### config.mk
export PLATFORM = sky130hd
export DESIGN_NAME = pfrc_top
export DESIGN_NICKNAME = d
export VERILOG_FILES = /design/src/hw/pfrc_pkg.sv /design/src/hw/pfrc_pulse.sv /design/src/hw/pfrc_top.sv
export VERILOG_INCLUDE_DIRS = /design/src /design/src/hw
export SDC_FILE = /design/constraint.sdc
export NUM_CORES = 1
export LEC_CHECK = 0
export BUFFER_PORTS_ARGS = -buffer_cell sky130_fd_sc_hd__buf_2
export CORE_MARGIN = 2
export CORE_UTILIZATION = 45
export CTS_BUF_LIST = sky130_fd_sc_hd__clkbuf_4 sky130_fd_sc_hd__clkbuf_8
export CTS_CLUSTER_DIAMETER = 150
export DETAILED_ROUTE_END_ITERATION = 6
export PLACE_DENSITY = 0.66
export SYNTH_ARGS = -nofsm -noshare
export SYNTH_HDL_FRONTEND = slang
export SYNTH_SLANG_ARGS = --single-unit
### constraint.sdc
create_clock -name clk -period 2.5 [get_ports clk]
set_clock_uncertainty 0.2 [all_clocks]
set_input_delay 0.5 -clock clk [delete_from_list [all_inputs] [get_ports clk]]
set_output_delay 0.5 -clock clk [all_outputs]
set_load 0.02 [all_outputs]
### src/hw/pfrc_cfg.svh
// Purpose: constants for the power-fail refresh controller
// Assumes: 200 MHz system clock, 5 ns period
// Notes: times kept in their printed units, cycle counts derived
`ifndef PFRC_CFG_SVH
`define PFRC_CFG_SVH
`define PFRC_CLK_MHZ 200
`define PFRC_PRE_US 3
`define PFRC_PRE_CYC ((`PFRC_PRE_US * `PFRC_CLK_MHZ))
`define PFRC_CE_NS 500
`define PFRC_CE_CYC ((`PFRC_CE_NS * `PFRC_CLK_MHZ) / 1000)
`define PFRC_DIST_NS 62500
`define PFRC_DIST_CYC ((`PFRC_DIST_NS * `PFRC_CLK_MHZ) / 1000)
`define PFRC_ROW_BITS 5
`define PFRC_BANK_ABITS 12
`endif

### src/hw/pfrc_pkg.sv
// Purpose: types for the power-fail refresh controller
// Assumes: constants live in pfrc_cfg.svh
// Notes: one refresh sequencer state type
package pfrc_pkg;
  typedef enum logic [1:0] {
    PFRC_IDLE,
    PFRC_PRE,
    PFRC_CE
  } pfrc_ref_e;
endpackage

### src/hw/pfrc_pulse.sv
// Purpose: retriggerable-free one-shot of fixed length
// Assumes: trig is a one-cycle pulse
// Notes: trig during a running pulse is ignored
`timescale 1ns/1ps
module pfrc_pulse
#(
  parameter int LEN = 100
)
(
  // clock and reset
  input wire logic clk,
  input wire logic rst_b,
  // control
  input wire logic trig,
  output logic active,
  output logic done
);
  localparam int CW = $clog2(LEN + 1);
  logic [CW-1:0] cnt;
  logic [CW-1:0] next_cnt;

  initial
  begin
    if (LEN < 1)
      $error("pfrc_pulse: LEN must be at least 1");
  end

  always_comb
  begin
    next_cnt = cnt;
    if (cnt != '0)
      next_cnt = cnt - 1'b1;
    else if (trig)
      next_cnt = CW'(LEN);
  end

  always_ff @(posedge clk)
  begin
    if (!rst_b)
      cnt <= '0;
    else
      cnt <= next_cnt;
  end

  assign active = (cnt != '0);
  assign done = (cnt == CW'(1));
endmodule

### src/hw/pfrc_top.sv
// Purpose: refresh and power-fail mode control for a battery-backed dynamic memory
// Assumes: all inputs synchronous to clk; mem_clk and ref_clk are sampled levels
// Notes: memory clock lines modelled as one drive enable per source, never both
`timescale 1ns/1ps
`include "pfrc_cfg.svh"
module pfrc_top
import pfrc_pkg::*;
#(
  parameter int PRE_CYC = `PFRC_PRE_CYC,
  parameter int CE_CYC = `PFRC_CE_CYC,
  parameter int DIST_CYC = `PFRC_DIST_CYC,
  parameter int ROW_BITS = `PFRC_ROW_BITS,
  parameter int BANK_ABITS = `PFRC_BANK_ABITS
)
(
  // clock and reset
  input wire logic clk,
  input wire logic rst_b,
  // refresh and power fail
  input wire logic ref_clk,
  input wire logic ref_int_en,
  input wire logic power_fail,
  // processor side
  input wire logic mem_clk,
  input wire logic cpu_req,
  input wire logic cpu_wr,
  input wire logic [BANK_ABITS:0] cpu_addr,
  output logic cpu_wait,
  // memory array side
  output logic [1:0] bank_ce,
  output logic [BANK_ABITS-1:0] mem_addr,
  output logic mem_rw,
  output logic mem_cs_b,
  // clock line drivers and power
  output logic mclk_drv_oe,
  output logic sclk_drv_oe,
  output logic bat,
  output logic bat_b,
  output logic aux_pwr_off,
  output logic hold
);
  initial
  begin
    if (ROW_BITS < 1 || ROW_BITS > BANK_ABITS || PRE_CYC < 1 || CE_CYC < 1 || DIST_CYC < 2)
      $error("pfrc_top: unsupported parameters");
  end

  pfrc_ref_e st;
  pfrc_ref_e next_st;
  logic ref_clk_d, mem_clk_d, next_ref_clk_d, next_mem_clk_d;
  logic [ROW_BITS-1:0] row, next_row;
  logic next_hold, next_bat;
  logic [$clog2(DIST_CYC+1)-1:0] tick, next_tick;
  logic cpu_busy, next_cpu_busy;
  logic [1:0] next_bank_ce;
  logic [BANK_ABITS-1:0] next_mem_addr;
  logic next_mem_rw, next_mem_cs_b;
  logic pre_trig, pre_act, pre_done, ce_act, ce_done;
  logic ref_edge, mem_edge, int_tick;
  logic acc_take;

  // timers for pretrigger and standby chip-enable pulse
  pfrc_pulse #(.LEN(PRE_CYC)) u_pre (
    .clk(clk), .rst_b(rst_b), .trig(pre_trig), .active(pre_act), .done(pre_done));
  pfrc_pulse #(.LEN(CE_CYC)) u_ce (
    .clk(clk), .rst_b(rst_b), .trig(pre_done), .active(ce_act), .done(ce_done));

  assign ref_edge = ref_clk && !ref_clk_d;
  assign mem_edge = mem_clk && !mem_clk_d;
  // internal oscillator covers the case of no external refresh clock
  assign int_tick = ref_int_en && (tick == '0);

  always_comb
  begin
    next_ref_clk_d = ref_clk;
    next_mem_clk_d = mem_clk;
    next_tick = (tick == '0) ? ($bits(tick))'(DIST_CYC - 1) : tick - 1'b1;
    next_st = st;
    next_row = row;
    next_hold = hold;
    pre_trig = 1'b0;
    case (st)
      PFRC_IDLE:
        // a refresh edge or tick that lands while a processor cycle is in flight is dropped, not held
        if ((ref_edge || int_tick) && !cpu_busy)
        begin
          pre_trig = 1'b1;
          next_st = PFRC_PRE;
          next_hold = 1'b1;
        end
      PFRC_PRE:
        if (pre_done)
          next_st = PFRC_CE;
      PFRC_CE:
        if (ce_done)
        begin
          next_st = PFRC_IDLE;
          next_hold = 1'b0;
          next_row = row + 1'b1;
        end
      default:
        next_st = PFRC_IDLE;
    endcase
  end

  // mode flop: J = power_fail, K = its complement, clocked by memory clock
  always_comb
  begin
    next_bat = bat;
    // an access taken on this very edge also blocks the change, so its cycle is never cut
    if (mem_edge && !hold && !cpu_busy && !acc_take)
      next_bat = power_fail;
  end

  always_comb
  begin
    // busy covers only the cycle in which the access outputs stand, so refresh can follow
    next_cpu_busy = 1'b0;
    next_bank_ce = 2'h0;
    next_mem_addr = mem_addr;
    next_mem_rw = 1'b1;
    next_mem_cs_b = 1'b1;
    if (st == PFRC_CE)
    begin
      next_bank_ce = 2'h3;
      next_mem_addr = '0;
      next_mem_addr[ROW_BITS-1:0] = row;
      next_mem_rw = 1'b0;
      next_mem_cs_b = 1'b1;
      next_cpu_busy = 1'b0;
    end
    else if (acc_take)
    begin
      next_cpu_busy = 1'b1;
      next_bank_ce[cpu_addr[BANK_ABITS]] = 1'b1;
      next_mem_addr = cpu_addr[BANK_ABITS-1:0];
      next_mem_rw = !cpu_wr;
      next_mem_cs_b = 1'b0;
    end
  end

  always_ff @(posedge clk)
  begin
    if (!rst_b)
    begin
      st <= PFRC_IDLE;
      ref_clk_d <= 1'b0;
      mem_clk_d <= 1'b0;
      row <= '0;
      hold <= 1'b0;
      bat <= 1'b0;
      tick <= '0;
      cpu_busy <= 1'b0;
      bank_ce <= 2'h0;
      mem_addr <= '0;
      mem_rw <= 1'b1;
      mem_cs_b <= 1'b1;
    end
    else
    begin
      st <= next_st;
      ref_clk_d <= next_ref_clk_d;
      mem_clk_d <= next_mem_clk_d;
      row <= next_row;
      hold <= next_hold;
      bat <= next_bat;
      tick <= next_tick;
      cpu_busy <= next_cpu_busy;
      bank_ce <= next_bank_ce;
      mem_addr <= next_mem_addr;
      mem_rw <= next_mem_rw;
      mem_cs_b <= next_mem_cs_b;
    end
  end

  assign bat_b = !bat;
  assign sclk_drv_oe = bat;
  assign mclk_drv_oe = !bat;
  assign aux_pwr_off = bat;
  // access is released once refresh returns to idle and bat is low (not in standby)
  assign cpu_wait = cpu_req && (bat || st != PFRC_IDLE || pre_trig);
  assign acc_take = !bat && cpu_req && (st == PFRC_IDLE) && !pre_trig;
endmodule

# Word level (Yosys, flattened, before mapping)
# Cells that the tools add are included.
[op_classes] n_addsub=4 n_lt_le_gt_ge=2 eq_ne=7 mux=24 bitwise_logic=1 reduce_logical=37
[op_table] cell="$mux 10" n=2
[op_table] cell="$logic_not 14->1" n=1
[op_table] cell="$mux 14" n=1
[op_table] cell="$mux 7" n=2
[op_table] cell="$sub 14x1->14 const B" n=1
[op_table] cell="$logic_and 1x1->1" n=12
[op_table] cell="$eq 10x1->1 const B" n=1
[op_table] cell="$mux 2" n=5
[op_table] cell="$mux 5" n=2
[op_table] cell="$reduce_bool 10->1" n=1
[op_table] cell="$reduce_bool 2->1" n=5
[op_table] cell="$sub 10x1->10 const B" n=1
[op_table] cell="$mux 1" n=9
[op_table] cell="$logic_not 1->1" n=8
[op_table] cell="$eq 7x1->1 const B" n=1
[op_table] cell="$reduce_bool 7->1" n=1
[op_table] cell="$sub 7x1->7 const B" n=1
[op_table] cell="$ne 2x2->1 const B" n=3
[op_table] cell="$pmux 2 s3" n=1
[op_table] cell="$reduce_and 3->1" n=2
[op_table] cell="$add 5x1->5 const B" n=1
[op_table] cell="$reduce_or 2->1" n=2
[op_table] cell="$logic_or 1x1->1" n=3
[op_table] cell="$eq 2x1->1 const B" n=1
[op_table] cell="8 further kinds" n=8
[totals] reg_bits=59 input_bits=21 word_cells=91

# Depth between registers and ports, before layout
[logic_depth] word_depth=10 mapped_depth=7

# Cells and area by module
# Synthesis repeated with hierarchy kept, for this count alone.
[unflattened] hier_cells=329 area_unflattened_um2=3002.9
[by_module_without_submodules] module="pfrc_top" instances=1 cells_each=219 area_per_inst_um2=2014.4 seq_area_each_um2=840.8
[by_module_without_submodules] module="pfrc_pulse at u_pre" instances=1 cells_each=62 area_per_inst_um2=568.0 seq_area_each_um2=200.2
[by_module_without_submodules] module="pfrc_pulse at u_ce" instances=1 cells_each=48 area_per_inst_um2=420.4 seq_area_each_um2=140.1

# Worst setup path before layout
# No wires, ideal clock.
[synth_path] kind="flip-flop to output port" startpoint="register tick[0]" endpoint="output cpu_wait" t_arrival_ns=1.715 required_ns=1.800 setup_slack_ns=0.085 path_stages_with_launch=7 cell_sequence="dfxtp_1 inv_1 ha_1 nor4b_2 nand4_4 clkbuf_1 a31oi_1"
[synth_via] elab_chain_len=8
[synth_rtl] element="start: declaration" line_no="pfrc_top.sv:53" rtl="logic [$clog2(DIST_CYC+1)-1:0] tick, next_tick;"
[synth_rtl] element="start signal: assignment" line_no="pfrc_top.sv:167" rtl="tick <= next_tick;"
[synth_rtl] element="$logic_not 14->1" line_no="pfrc_top.sv:71" rtl="assign int_tick = ref_int_en && (tick == '0);"
[synth_rtl] element="$logic_and 1x1->1" line_no="pfrc_top.sv:71"
[synth_rtl] element="$logic_or 1x1->1" line_no="pfrc_top.sv:85" rtl="if ((ref_edge || int_tick) && !cpu_busy)"
[synth_rtl] element="$logic_and 1x1->1" line_no="pfrc_top.sv:85"
[synth_rtl] element="$mux 1" line_no="pfrc_top.sv:85"
[synth_rtl] element="$mux 1" line_no="pfrc_top.sv:82" rtl="case (st)"
[synth_rtl] element="$logic_or 1x1->1" line_no="pfrc_top.sv:181" rtl="assign cpu_wait = cpu_req && (bat || st != PFRC_IDLE || pre_trig);"
[synth_rtl] element="$logic_and 1x1->1" line_no="pfrc_top.sv:181"
[synth_rtl] element="end: declaration" line_no="pfrc_top.sv:28" rtl="output logic cpu_wait,"
# No other way between the ends.

# Worst setup path in the final report
# Same ends and word-level chain as after synthesis.

==> metrics.md <==
| Metric | Value |
|---|---|
| Synth cell types | `50` |
| Asr flop ratio synth | `0%` |
| Top cells by area, synth | `dfxtp_1, a21oi_1, o21ai_0` |
| Initial antenna violation count | `0` |
| Worst-margin pin slew | `0.654 ns` |
| H-tree depth | `3` |
| Yosys warnings | `0` |
| Fillers | `521` |
| Share of the synthesized area in the top cell type | `43.7%` |
| Antenna cell count | `0` |
| Pwr dens | `1230 nW/um^2` |
| Die width | `81.5 um` |
| F_max | `0.416 GHz` |
| Arrival @ worst endpoint | `1.70 ns` |
| CTS tree | `yes` |
| Post-synth EDFFs | `0` |
| Dpl cells | `411` |
| Logic pwr share | `38.3%` |
| Final non-filler cell total | `428` |
| First-pass GRT wire length | `9.29 mm` |
| Fin nets | `377` |
| Largest net degree at the start of global routing | `21` |
| Most instantiated cells after synthesis | `dfxtp_1, a21oi_1, nor2_1` |
| DP HPWL | `3.97 mm` |
| NetSw | `1.47 mW` |
| Max Cap Viol | `0` |
| Worst setup margin | `0.0979 ns` |
| Placer Congestion | `0.803` |
| Clock Sinks | `59` |
| Die extent in y | `81.5 um` |
| Critical Path Source Type | `flip-flop` |
| Via density | `5.38` |
| Post-Route WL | `5.90 mm` |
| Placement Setup Slack | `0.266 ns` |
| Status | `complete, no violations` |
| Yosys reg bits | `59` |
| Cts bufs inserted | `9` |
| Clk_lat worst skew | `0.34 ns` |
| CTS clock-pin slew for the worst setup and hold paths | `0.07 ns` |
| FF-to-FF setup slack | `0.26 ns` |
| Routed WL per cell | `13.8 um` |
| Slew Limit Fails | `0` |
| Setup Viol. Count Final | `0` |
| Worst slew margin | `56.3%` |
| Crit. End Element | `output port` |
| # DRC | `0` |
| Clock Tree Root | `clkbuf_8` |
| Fin. Hold Viols | `0` |
| Post-Synthesis Net Count | `334` |
| Count leader, synth | `dfxtp_1` |
| DIE AREA | `6640 um^2` |
| LEAKAGE | `1.36 nW` |
| Area of the mapped netlist | `2700 um^2` |
| Dominant cell type by area after synthesis | `dfxtp_1` |
| All-Layer GR Usage | `18.5%` |
| Remaining global-route overflow | `0` |
| Initial Util | `46.2%` |
| Min-delay src | `ref_clk` |
| Layout cell share with drive strength beyond 1 | `21.8%` |
| Core ar. | `5850 um^2` |
| Synthesized netlist cell count | `305` |
| R2R cell count | `6` |
| DRT iter0 DRCs | `118` |
| Final worst-path cycle share | `96.1%` |
| Mapped Avg Cell Area | `8.86 um^2` |
| I/O Buffers | `43` |
| WHS Endpoint | `ref_clk_d$_SDFF_PN0_` |
| R2r startpoint | `u_ce.cnt[0]$_SDFFE_PN0P_` |
| Ports | `44` |
| Crit Path Category | `flip-flop to output port` |
| Clk network pwr share | `25.3%` |
| Critical Path RT | `1.80 ns` |
| Reg power frac | `36.5%` |
| DR vias | `2304` |
| Worst hold path depth | `2` |
| Crit path max fanout | `4` |
| Seq/Total Area, Yosys | `43.7%` |
| Post-route ant nets | `0` |
| Primary FF master, synth | `dfxtp_1` |
| Hold_buf cts | `0` |
| Synth-to-Final Area Change | `19.1%` |
| Number of detailed-route iterations in the first pass | `4` |
| Clock Path Buffers | `2` |
| Reg2reg end | `u_ce.cnt[2]$_SDFFE_PN0P_` |
| Tmin final | `2.40 ns` |
| Vias in the first global route | `2048` |
| Row count | `28` |
| Max VDD drop | `0.000644 V` |
| Total internal power | `2.47 mW` |
| Switching Share | `37.3%` |
| HP Class | `primary input to flip-flop` |
[critical path, cell delays in order (launching register included)]
cell and delay, ns:
dfxtp_1 0.33, inv_1 0.08, ha_1 0.15, nor4b_4 0.30
nand4_4 0.16, a31oi_1 0.17, buf_4 0.16
[logic make-up after synthesis]
logic type | Yosys count | synth area share, %
muxes | 2 | 0.741
and+or+nand+nor | 109 | 24.0
AOI/OAI and AO/OA | 82 | 18.2
DFF | 59 | 43.7
adders and majority gates | 8 | 3.71
buffers and inverters | 30 | 4.77
xor gates and xnor gates | 15 | 4.86
[layout by cell type (no fill, tap or decap), types with 9 or more instances in the layout]
| master | netlist | routed |
|---|---|---|
| nor2_1 | 24 | 24 |
| buf_2 | 1 | 42 |
| nand2_1 | 15 | 15 |
| clkbuf_8 | 0 | 11 |
| dfxtp_1 | 59 | 59 |
| inv_1 | 12 | 12 |
| nand3_1 | 16 | 16 |
| nor3_1 | 9 | 9 |
| o21ai_0 | 23 | 23 |
| a21oi_1 | 30 | 30 |
[routing by layer]
metal	vias up	global-route usage, %	wire length, um
met1	1053	23.3	2860
met2	54	29.2	2640
li1	1185	-	-
met3	12	3.96	268
met5	-	0	0
met4	0	10.3	128
[how the worst max path moves through the flow]
| stage | from | end | slack [ns] | cells after the start |
|---|---|---|---|---|
| after floorplan | tick[0]$_SDFF_PN0_ | cpu_wait | 0.09 | 6 |
| final | tick[0]$_SDFF_PN0_ | cpu_wait | 0.1 | 6 |
| after detailed placement | u_ce.cnt[0]$_SDFFE_PN0P_ | u_ce.cnt[2]$_SDFFE_PN0P_ | 0.27 | 6 |
| after global routing | tick[1]$_SDFF_PN0_ | cpu_wait | -0.002 | 6 |
| after CTS | tick[0]$_SDFF_PN0_ | cpu_wait | 0.05 | 6 |
| after global placement | ref_int_en | cpu_wait | 0.29 | 5 |
[sequential cells by signal (all words and copies together), names as in the netlist]
signal and count:
tick 14, mem_addr 12, u_pre.cnt 10, u_ce.cnt 7
row 5, bank_ce 2, st 2, aux_pwr_off 1
cpu_busy 1, hold 1, mem_clk_d 1, mem_cs_b 1
mem_rw 1, ref_clk_d 1
[metrics by stage]
stage | utilization (%) | setup TNS (ns) | power [mW] | hold slack (ns) | instance area (um^2)
after global placement | 50.8 | 0 | 2.89 | 0.257 | 2970
final | 55.0 | 0 | 3.94 | 0.173 | 3220
after CTS | 54.8 | 0 | 3.94 | 0.159 | 3210
after global routing | 55.0 | -0.00164 | 4.22 | 0.168 | 3220
after detailed placement | 50.8 | 0 | 2.92 | 0.265 | 2970
after floorplan | - | 0 | 2.61 | 0.241 | 2700
[timing repair]
action                                  in CTS  in global routing
setup buffers                                0                  1
endpoints found under the setup margin       1                  1
pin swaps                                    0                  2
gates resized for setup                      1                  1
[cell type report]
class | instances | area, um^2 | area share [%]
Clock inverter | 5 | 75.1 | 2.33
Inverter | 12 | 45.0 | 1.40
Tap cell | 75 | 93.8 | 2.92
Clock buffer | 11 | 151 | 4.71
Multi-Input combinational cell | 216 | 1400 | 43.5
Timing Repair Buffer | 50 | 270 | 8.40
Sequential cell | 59 | 1180 | 36.7
[power groups by stage]
stage          clock, mW  combinational, mW  sequential (mW)
3_5_place_dp           0               1.47             1.44
3_3_place_gp           0               1.45             1.43
6_report           0.996               1.51             1.44
4_1_cts             1.01               1.49             1.43
5_1_grt             1.06               1.69             1.47
2_1_floorplan          0               1.17             1.44
(Power assumes the default switching activity.)
